===== src/udt_regs.vh =====
// udt_regs.vh: offsets, fields, reset values and timing counts of the up/down pwm timer
// assumes a 32-bit classic wishbone slave with byte addresses and a 100 MHz mclk
`ifndef UDT_REGS_VH
`define UDT_REGS_VH

// ----------------------------------------------------------------
// register byte offsets
// ----------------------------------------------------------------
`define UDT_OFF_CTRL 8'h00
`define UDT_OFF_PRESC 8'h04
`define UDT_OFF_PERIOD 8'h08
`define UDT_OFF_CMPA 8'h0c
`define UDT_OFF_CMPB 8'h10
`define UDT_OFF_CMPC 8'h14
`define UDT_OFF_CAPT 8'h18
`define UDT_OFF_COUNT 8'h1c
`define UDT_OFF_OUTCTL 8'h20
`define UDT_OFF_DELAY 8'h24
`define UDT_OFF_INTEN 8'h28
`define UDT_OFF_FLAGS 8'h2c
`define UDT_OFF_ADTC 8'h30
`define UDT_OFF_ADTV 8'h34
`define UDT_OFF_HIZ 8'h38

// ----------------------------------------------------------------
// timer_control fields and modes
// ----------------------------------------------------------------
`define UDT_CTL_RUN 0
`define UDT_CTL_MODE_LO 1
`define UDT_CTL_EXTCLK 3
`define UDT_CTL_CAPFALL 4
`define UDT_CTL_SYNCEN 5
`define UDT_MODE_INTERVAL 2'h0
`define UDT_MODE_B2B 2'h1
`define UDT_MODE_CAPTURE 2'h2

// ----------------------------------------------------------------
// event bits, shared by flags and enables; trigger select shares bits 0-3 and takes the value match at 4
// ----------------------------------------------------------------
`define UDT_EV_PERIOD 0
`define UDT_EV_A 1
`define UDT_EV_B 2
`define UDT_EV_C 3
`define UDT_EV_BOTTOM 4
`define UDT_ADT_VALUE 4

// ----------------------------------------------------------------
// reset values and timing
// ----------------------------------------------------------------
`define UDT_RST_PERIOD 16'hffff
`define UDT_RST_ZERO 16'h0000
`define UDT_START_LAT 2

`endif


===== src/udt_timer.v =====
// udt_timer.v: 16-bit up/down timer with three pwm output pairs, capture,
// adc trigger and interrupt, behind a classic wishbone slave
// assumes pins are asynchronous to mclk; the power stage reads pwm_oe as drive enable
//
// Added by the designer: the placing of the registers and register access over Wishbone.
`timescale 1ns/1ns
`include "udt_regs.vh"

module udt_timer #(
  parameter CW = 16,
  parameter PW = 12,
  parameter DW = 8
) (
  // clock and reset
  input wire mclk,
  input wire reset_n,
  // wishbone slave
  input wire wb_cyc_i,
  input wire wb_stb_i,
  input wire wb_we_i,
  input wire [7:0] wb_adr_i,
  input wire [3:0] wb_sel_i,
  input wire [31:0] wb_dat_i,
  output reg [31:0] wb_dat_o,
  output reg wb_ack_o,
  // pins from outside
  input wire external_count_clock,
  input wire capture_input,
  input wire external_sync_input,
  // pwm pairs and their drive enables
  output wire pwm_pair_a_out_a,
  output wire pwm_pair_a_out_b,
  output wire pwm_pair_b_out_a,
  output wire pwm_pair_b_out_b,
  output wire pwm_pair_c_out_a,
  output wire pwm_pair_c_out_b,
  output reg [5:0] pwm_oe,
  // converter trigger and interrupt
  output reg adc_conv_trigger,
  output reg irq
);

  // ----------------------------------------------------------------
  // registers
  // ----------------------------------------------------------------
  reg [5:0] timer_control_r;
  reg [PW-1:0] presc_r;
  reg [CW-1:0] period_value_r;
  reg [CW-1:0] compare_a_value_r;
  reg [CW-1:0] compare_b_value_r;
  reg [CW-1:0] compare_c_value_r;
  reg [CW-1:0] capture_value_r;
  reg [CW-1:0] counter_value_r;
  reg [5:0] output_control_r;
  reg [DW-1:0] output_delay_r;
  reg [4:0] inten_r;
  reg [4:0] flags_r;
  reg [4:0] adc_trigger_control_r;
  reg [CW-1:0] adc_trigger_value_r;
  reg hiz_r;
  reg [PW-1:0] pcnt_r;
  reg dir_up_r;
  reg [1:0] run_dly_r;
  reg [2:0] s1_r;
  reg [2:0] s2_r;
  reg [2:0] s3_r;
  reg [2:0] st_r;
  wire [5:0] pwm_q;

  wire run = timer_control_r[`UDT_CTL_RUN];
  wire [1:0] mode = timer_control_r[`UDT_CTL_MODE_LO+1:`UDT_CTL_MODE_LO];
  wire is_b2b = (mode == `UDT_MODE_B2B);
  wire is_cap = (mode == `UDT_MODE_CAPTURE);
  wire run_go = run_dly_r[1];

  // ----------------------------------------------------------------
  // bus decode
  // ----------------------------------------------------------------
  wire req = wb_cyc_i & wb_stb_i;
  // a write lands on the edge where the master sees ack
  wire wr = req & wb_we_i & wb_ack_o;
  wire [31:0] bmask = {{8{wb_sel_i[3]}}, {8{wb_sel_i[2]}}, {8{wb_sel_i[1]}}, {8{wb_sel_i[0]}}};
  wire [31:0] wd = wb_dat_i & bmask;

  // merge enabled byte lanes into an old value
  function [31:0] merge;
    input [31:0] old;
    input [31:0] d;
    input [31:0] m;
    begin
      merge = (old & ~m) | (d & m);
    end
  endfunction
  // control value with lane 0 merged in; only its low six bits are kept
  wire [31:0] ctl_m = merge({26'h0, timer_control_r}, wb_dat_i, bmask);

  reg [31:0] rdata;
  // read mux; unmapped offsets read as zero
  always @* begin
    rdata = 32'h0000_0000;
    case (wb_adr_i)
      `UDT_OFF_CTRL: rdata[5:0] = timer_control_r;
      `UDT_OFF_PRESC: rdata[PW-1:0] = presc_r;
      `UDT_OFF_PERIOD: rdata[CW-1:0] = period_value_r;
      `UDT_OFF_CMPA: rdata[CW-1:0] = compare_a_value_r;
      `UDT_OFF_CMPB: rdata[CW-1:0] = compare_b_value_r;
      `UDT_OFF_CMPC: rdata[CW-1:0] = compare_c_value_r;
      `UDT_OFF_CAPT: rdata[CW-1:0] = capture_value_r;
      `UDT_OFF_COUNT: rdata[CW-1:0] = counter_value_r;
      `UDT_OFF_OUTCTL: rdata[5:0] = output_control_r;
      `UDT_OFF_DELAY: rdata[DW-1:0] = output_delay_r;
      `UDT_OFF_INTEN: rdata[4:0] = inten_r;
      `UDT_OFF_FLAGS: rdata[4:0] = flags_r;
      `UDT_OFF_ADTC: rdata[4:0] = adc_trigger_control_r;
      `UDT_OFF_ADTV: rdata[CW-1:0] = adc_trigger_value_r;
      `UDT_OFF_HIZ: rdata[0] = hiz_r;
      default: rdata = 32'h0000_0000;
    endcase
  end

  // one wait state: ack in the cycle after the request, dropped after one cycle
  always @(posedge mclk or negedge reset_n) begin
    if (!reset_n) begin
      wb_ack_o <= 1'b0;
      wb_dat_o <= 32'h0000_0000;
    end else begin
      wb_ack_o <= req & ~wb_ack_o;
      wb_dat_o <= rdata;
    end
  end

  // software-written registers
  always @(posedge mclk or negedge reset_n) begin
    if (!reset_n) begin
      timer_control_r <= 6'h00;
      presc_r <= {PW{1'b0}};
      period_value_r <= `UDT_RST_PERIOD;
      compare_a_value_r <= `UDT_RST_ZERO;
      compare_b_value_r <= `UDT_RST_ZERO;
      compare_c_value_r <= `UDT_RST_ZERO;
      output_control_r <= 6'h00;
      output_delay_r <= {DW{1'b0}};
      inten_r <= 5'h00;
      adc_trigger_control_r <= 5'h00;
      adc_trigger_value_r <= `UDT_RST_ZERO;
      hiz_r <= 1'b0;
    end else if (wr) begin
      case (wb_adr_i)
        `UDT_OFF_CTRL: timer_control_r <= ctl_m[5:0];
        `UDT_OFF_PRESC: presc_r <= wd[PW-1:0] | (presc_r & ~bmask[PW-1:0]);
        `UDT_OFF_PERIOD: period_value_r <= wd[CW-1:0] | (period_value_r & ~bmask[CW-1:0]);
        `UDT_OFF_CMPA: compare_a_value_r <= wd[CW-1:0] | (compare_a_value_r & ~bmask[CW-1:0]);
        `UDT_OFF_CMPB: compare_b_value_r <= wd[CW-1:0] | (compare_b_value_r & ~bmask[CW-1:0]);
        `UDT_OFF_CMPC: compare_c_value_r <= wd[CW-1:0] | (compare_c_value_r & ~bmask[CW-1:0]);
        `UDT_OFF_OUTCTL: output_control_r <= wb_sel_i[0] ? wb_dat_i[5:0] : output_control_r;
        `UDT_OFF_DELAY: output_delay_r <= wd[DW-1:0] | (output_delay_r & ~bmask[DW-1:0]);
        `UDT_OFF_INTEN: inten_r <= wb_sel_i[0] ? wb_dat_i[4:0] : inten_r;
        `UDT_OFF_ADTC: adc_trigger_control_r <= wb_sel_i[0] ? wb_dat_i[4:0] : adc_trigger_control_r;
        `UDT_OFF_ADTV: adc_trigger_value_r <= wd[CW-1:0] | (adc_trigger_value_r & ~bmask[CW-1:0]);
        `UDT_OFF_HIZ: hiz_r <= wb_sel_i[0] ? wb_dat_i[0] : hiz_r;
        default: hiz_r <= hiz_r;
      endcase
    end
  end

  // ----------------------------------------------------------------
  // pin synchronisers: bit 0 count clock, 1 capture, 2 sync
  // ----------------------------------------------------------------
  wire [2:0] pin_in = {external_sync_input, capture_input, external_count_clock};
  // a level counts only once the second and third stages agree, filtering one-cycle glitches
  wire [2:0] pin_chg = ~(s2_r ^ s3_r) & (s3_r ^ st_r);
  always @(posedge mclk or negedge reset_n) begin
    if (!reset_n) begin
      s1_r <= 3'h0;
      s2_r <= 3'h0;
      s3_r <= 3'h0;
      st_r <= 3'h0;
    end else begin
      s1_r <= pin_in;
      s2_r <= s1_r;
      s3_r <= s2_r;
      st_r <= st_r ^ pin_chg;
    end
  end
  wire ext_edge = pin_chg[0] & s3_r[0];
  // capture edge polarity chosen in timer_control
  wire cap_edge = pin_chg[1] & (s3_r[1] ^ timer_control_r[`UDT_CTL_CAPFALL]);
  wire blank = timer_control_r[`UDT_CTL_SYNCEN] & st_r[2];

  // ----------------------------------------------------------------
  // start latency and prescaler
  // ----------------------------------------------------------------
  // run passes two flops so counting begins two clocks after the enable write
  always @(posedge mclk or negedge reset_n) begin
    if (!reset_n) begin
      run_dly_r <= 2'b00;
    end else begin
      run_dly_r <= {run_dly_r[0], run};
    end
  end

  wire src_ev = timer_control_r[`UDT_CTL_EXTCLK] ? ext_edge : 1'b1;
  wire tick = run_go & src_ev & (pcnt_r == presc_r);
  always @(posedge mclk or negedge reset_n) begin
    if (!reset_n) begin
      pcnt_r <= {PW{1'b0}};
    end else if (!run_go || tick) begin
      pcnt_r <= {PW{1'b0}};
    end else if (src_ev) begin
      pcnt_r <= pcnt_r + {{(PW-1){1'b0}}, 1'b1};
    end
  end

  // ----------------------------------------------------------------
  // counter
  // ----------------------------------------------------------------
  wire at_per = (counter_value_r == period_value_r);
  wire at_zero = (counter_value_r == {CW{1'b0}});
  wire [CW-1:0] cnt_inc = counter_value_r + {{(CW-1){1'b0}}, 1'b1};
  wire [CW-1:0] cnt_dec = counter_value_r - {{(CW-1){1'b0}}, 1'b1};
  // stopping clears the count so every run starts from zero counting up
  always @(posedge mclk or negedge reset_n) begin
    if (!reset_n) begin
      counter_value_r <= {CW{1'b0}};
      capture_value_r <= {CW{1'b0}};
      dir_up_r <= 1'b1;
    end else if (!run_go) begin
      counter_value_r <= {CW{1'b0}};
      dir_up_r <= 1'b1;
    end else if (is_cap && cap_edge) begin
      capture_value_r <= counter_value_r;
      counter_value_r <= {CW{1'b0}};
    end else if (tick) begin
      if (is_b2b) begin
        if (dir_up_r) begin
          if (at_per) begin
            dir_up_r <= 1'b0;
            counter_value_r <= cnt_dec;
          end else begin
            counter_value_r <= cnt_inc;
          end
        end else if (at_zero) begin
          dir_up_r <= 1'b1;
          counter_value_r <= cnt_inc;
        end else begin
          counter_value_r <= cnt_dec;
        end
      end else begin
        counter_value_r <= at_per ? {CW{1'b0}} : cnt_inc;
      end
    end
  end

  // ----------------------------------------------------------------
  // match events, flags, interrupt, adc trigger
  // ----------------------------------------------------------------
  wire ev_per = tick & at_per;
  wire ev_a = tick & ~is_cap & (counter_value_r == compare_a_value_r);
  wire ev_b = tick & ~is_cap & (counter_value_r == compare_b_value_r);
  wire ev_c = tick & ~is_cap & (counter_value_r == compare_c_value_r);
  // bottom exists only in back-to-back, so interval and capture never raise it
  wire ev_bot = tick & is_b2b & ~dir_up_r & at_zero;
  wire [4:0] ev = {ev_bot, ev_c, ev_b, ev_a, ev_per};
  wire ev_val = tick & (counter_value_r == adc_trigger_value_r);
  wire [4:0] adt_src = {ev_val, ev_c, ev_b, ev_a, ev_per};
  wire [4:0] flag_clr = (wr && wb_adr_i == `UDT_OFF_FLAGS) ? wd[4:0] : 5'h00;
  // a new event wins over a same-cycle write-one clear
  wire [4:0] flags_nxt = (flags_r & ~flag_clr) | ev;
  always @(posedge mclk or negedge reset_n) begin
    if (!reset_n) begin
      flags_r <= 5'h00;
      irq <= 1'b0;
      adc_conv_trigger <= 1'b0;
    end else begin
      flags_r <= flags_nxt;
      irq <= |(flags_nxt & inten_r);
      adc_conv_trigger <= |(adt_src & adc_trigger_control_r);
    end
  end

  // ----------------------------------------------------------------
  // pwm pairs with dead time
  // ----------------------------------------------------------------
  wire [3*CW-1:0] cmp_all = {compare_c_value_r, compare_b_value_r, compare_a_value_r};
  genvar g;
  generate
    for (g = 0; g < 3; g = g + 1) begin : pair
      reg lvl_r;
      reg [DW-1:0] dcnt_r;
      reg [1:0] q_r;
      // high while below compare: edge-aligned in interval, centred in back-to-back
      wire raw = run_go & (counter_value_r < cmp_all[g*CW +: CW]);
      wire [1:0] en = output_control_r[2*g+1:2*g];
      always @(posedge mclk or negedge reset_n) begin
        if (!reset_n) begin
          lvl_r <= 1'b0;
          dcnt_r <= {DW{1'b0}};
          q_r <= 2'b00;
        end else if (raw != lvl_r) begin
          // both sides off while the delay runs, so a pair never overlaps
          lvl_r <= raw;
          dcnt_r <= output_delay_r;
          q_r <= 2'b00;
        end else if (dcnt_r != {DW{1'b0}}) begin
          dcnt_r <= dcnt_r - {{(DW-1){1'b0}}, 1'b1};
          q_r <= 2'b00;
        end else begin
          q_r <= blank ? 2'b00 : ({~lvl_r, lvl_r} & en);
        end
      end
      assign pwm_q[2*g+1:2*g] = q_r;
    end
  endgenerate

  // drive enables drop together while the soft hiz bit is set
  always @(posedge mclk or negedge reset_n) begin
    if (!reset_n) begin
      pwm_oe <= 6'h00;
    end else begin
      pwm_oe <= hiz_r ? 6'h00 : output_control_r;
    end
  end

  assign pwm_pair_a_out_a = pwm_q[0];
  assign pwm_pair_a_out_b = pwm_q[1];
  assign pwm_pair_b_out_a = pwm_q[2];
  assign pwm_pair_b_out_b = pwm_q[3];
  assign pwm_pair_c_out_a = pwm_q[4];
  assign pwm_pair_c_out_b = pwm_q[5];

endmodule // udt_timer


===== config.mk =====
export PLATFORM = sky130hd
export DESIGN_NAME = udt_timer
export DESIGN_NICKNAME = d
export VERILOG_FILES = /design/src/udt_timer.v
export VERILOG_INCLUDE_DIRS = /design/src
export SDC_FILE = /design/constraint.sdc
export NUM_CORES = 1
export LEC_CHECK = 0
export BUFFER_PORTS_ARGS = -buffer_cell sky130_fd_sc_hd__buf_4
export CAP_MARGIN = 20
export CELL_PAD_IN_SITES_DETAIL_PLACEMENT = 0
export CELL_PAD_IN_SITES_GLOBAL_PLACEMENT = 1
export CORE_ASPECT_RATIO = 0.5
export CORE_MARGIN = 2
export CORE_UTILIZATION = 49
export CTS_CLUSTER_DIAMETER = 120
export DETAILED_ROUTE_END_ITERATION = 6
export PLACE_DENSITY_LB_ADDON = 0.1
export SYNTH_ARGS = -nofsm -noshare
export SYNTH_HDL_FRONTEND = slang
export SYNTH_SLANG_ARGS = --single-unit

===== constraint.sdc =====
create_clock -name mclk -period 3.4 [get_ports mclk]
set_input_delay 0.68 -clock mclk [delete_from_list [all_inputs] [get_ports mclk]]
set_output_delay 0.68 -clock mclk [all_outputs]
set_load 0.05 [all_outputs]

==> key figures <==
Yosys
  – Synth top cells by count: dfrtp_1, mux2_2, nand2_1, inv_1, nor2_1
  – Number of synthesized flops with an enable pin: 0
  – Largest family of logic cells by synthesized area: multiplexers
  – Mapped Cells: 1,195
  – Top-count cell post-synth: dfrtp_1
  – Post-synthesis xor/xnor area fraction: 5.15%
  – Simple-gate portion of the synthesized area: 13.0%
  – Synthesized flop and latch total: 245
  – Asr flop ratio synth: 100%
  – Synth Area per Inst: 11.0 µm²
  – Synth Area in Compound Gates: around 11%
  – Yosys cell types: 65
  – YS warnings: 0
  – Mux contribution to synthesized area: ~14%
  – Synth Flop Type: dfrtp_1
  – Area contributors post-synth: dfrtp_1, mux2_2, ha_1
  – Yosys top cell by area: dfrtp_1
  – Post-Syn Area: between 0.01 and 0.015 mm²
  – Sequential share of the synthesized area: 47.0%
  – Post-Synth Adder-Cell Area: 5.48%
  – Synth top area share: 43.6%

Timing
  – Min Tclk post-route: 3170 ps
  – Final hold vios: 0
  – Fin. max-slew vios: 0
  – Period utilization: 93.3%
  – Finish-stage setup viols: 0
  – Max-slew headroom: 36.8%
  – Worst hold slack: 136 ps
  – Maximum clock frequency: 315 MHz
  – Final worst setup slack: 226 ps
  – Worst Tran Pin Value: between 900 and 1000 ps
  – Sum Neg Setup Slack: 0 ps
  – Clock Skew: 21.0 ps
  – RSZ-0062 raised after global routing: no

Drt
  – Remaining DRCs: 0
  – DRT Pass-1 Iters: 6
  – Total wire length: 39,600 µm
  – Starting DRT DRC Count: about 930
  – Number of routed nets with antenna violations: 0
  – Avg WL per Cell: 23.9 µm
  – DR vias/cell: 6.09
  – Via count: 10,094

Final layout
  – P&R area growth vs syn: 14.2%
  – Final Non-Filler Cells: 1,657
  – Design area: 0.0150 mm²
  – Multi-input gate area: about 0.0064 mm²
  – Ant. Diodes: 0
  – Sequential Area: slightly above 0.006 mm²
  – Layout cells sized above 1: around 26%
  – Fillers: ~2,200
  – Nets: 1,395

Pwr
  – Seq pwr share: a little under half
  – Peak supply drop: 0.305 mV
  – Power Density: 450 mW/mm²
  – Comb power frac: 11.9%
  – Cell Int Power: 5010 µW
  – Sw frac: around a quarter
  – Clk network pwr share: 40.1%
  – Pleak: 0.00712 µW
  – Net switching power: 1720 µW

CTS
  – Max clock buf depth: 3
  – Hold-fix buffers, CTS: 0
  – CTS resizes: 0
  – Post-CTS setup buffer count: 0
  – CTS Buf Count: 23
  – CTS tree: built
  – Insertion delay to the later sink of the worst-skew pair: between 500 and 600 ps
  – Clock-pin slew on the worst setup and hold paths: 70 ps
  – Root Buffer: clkbuf_16
  – CTS sink cnt: 245
  – H-Tree Depth: 1

Floorplanning
  – Starting density of the core: roughly half
  – Std cell rows: 42
  – Area of the die: 0.0281 mm²
  – DIE WIDTH: 235 µm
  – I/O pin count: slightly below 100
  – Core Area: 0.0263 mm²
  – Die height: 120 µm

Global route
  – GRT Total Usage: 28.4%
  – Initial antenna violation count: 0
  – Largest net degree at the start of global routing: 80
  – First-pass GRT wire length: between 60,000 and 70,000 µm
  – Grt ovf: 0
  – Vias in the first global route: just under 10,000

Setup path
  – WS Path Type: flip-flop to flip-flop
  – Crit end category: flip-flop
  – Startpoint Class: flip-flop
  – Worst reg2reg path depth: 9
  – Critical Path Fanout Max: 9
  – RR Endpoint: pair[2].dcnt_r[6]
  – Crit path DAT: 3600 ps
  – Worst R2R Start: counter_value_r[6]
  – R2R Setup Slk: 230 ps
  – Critical Path RT: ~3800 ps

Placed design
  – Placed cells: 1,615
  – IO buf count: 64
  – Routability cong.: 0.944
  – DP HPWL: 28,900 µm
  – Pre-CTS setup slack: about 290 ps
  – Placed inst area: about 0.014 mm²

Run
  – Max_cap viols: 0

Worst hold path
  – Worst Hold Class: input pin to asynchronous set/reset pin

Outcome
  – Status: complete, no violations
-- through the flow --
step | power, µW | utilization (%)
2_1_floorplan | 3840 | -
3_3_place_gp | 4040 | 53.9
3_5_place_dp | 4080 | 53.9
4_1_cts | 6760 | 56.8
5_1_grt | 7010 | 56.8
6_report | 6720 | 56.8
-- worst max-delay path, cell delays in order (launching register included) --
cell and delay [ps]:
dfrtp_1 620, buf_4 290, ha_1 270, a21o_1 160, a21oi_1 190, o2111ai_1 140
nor3_1 400, buf_4 210, xnor2_1 370, mux2_2 410
-- layout by cell type (no fill, tap or decap), drive strengths merged, types with 4 or more instances in the layout --
cell type and count:
dfrtp 228, mux2 161, buf 112, nand2 85, inv 72, nor2 68
ha 55, xnor2 51, a22oi 42, clkbuf 36, nand4 35, nand3 27
xor2 26, nor3 26, a221oi 25, a21oi 25, o21ai 24, dfstp 17
a22o 16, a21o 16, conb 16, nor2b 15, a222oi 13, and3 13
nor4 12, and2 6, o21a 6, a211oi 6, or2 6, nand2b 5
or3 5, nor4b 5, nand3b 4
-- cells by family after synthesis --
kind of cell               Yosys count
AOI/OAI and AO/OA                  194
xor gates and xnor gates            77
adders and majority gates           58
buffers and inverters              130
DFF                                245
muxes                              164
other                                1
and+or+nand+nor                    326
-- layer usage --
layer  share of wire, %  track usage, %  vias up
li1                   -               -     4505
met1                 47            42.1     5117
met2                 42            41.4      423
met3                9.9            8.17       49
met4                1.7            5.14        0
met5                  0               0        -
-- worst max path at each step --
stage                              from  cells after the start  slack (ps)           endpoint
global placement    counter_value_r[12]                      9         350  pair[2].dcnt_r[7]
finish               counter_value_r[6]                      9         230  pair[2].dcnt_r[6]
detailed placement   counter_value_r[6]                      9         290  pair[2].dcnt_r[7]
floorplan           counter_value_r[14]                      6         880  pair[1].dcnt_r[0]
global route         counter_value_r[6]                      9          70  pair[2].dcnt_r[6]
CTS                 counter_value_r[12]                      8         270  pair[2].dcnt_r[7]
-- power by group through the flow --
| stage | Sequential [µW] | Clock [µW] | Combinational [µW] |
|---|---|---|---|
| finish | 3230 | 2700 | 798 |
| global route | 3250 | 2870 | 891 |
| CTS | 3230 | 2730 | 804 |
| detailed placement | 3280 | 0 | 797 |
| global placement | 3270 | 0 | 767 |
| floorplan | 3250 | 0 | 595 |
-- cell type report --
type / instances / area share [%]
inverter: 71 / 1.78
timing repair buffer: 112 / 6.01
clock inverter: 6 / 0.561
clock buffer: 36 / 4.58
tap: 352 / 2.95
sequential: 245 / 41.1
multi-input combinational: 835 / 43.0
Note: power is estimated with default switching activity, not from simulation.
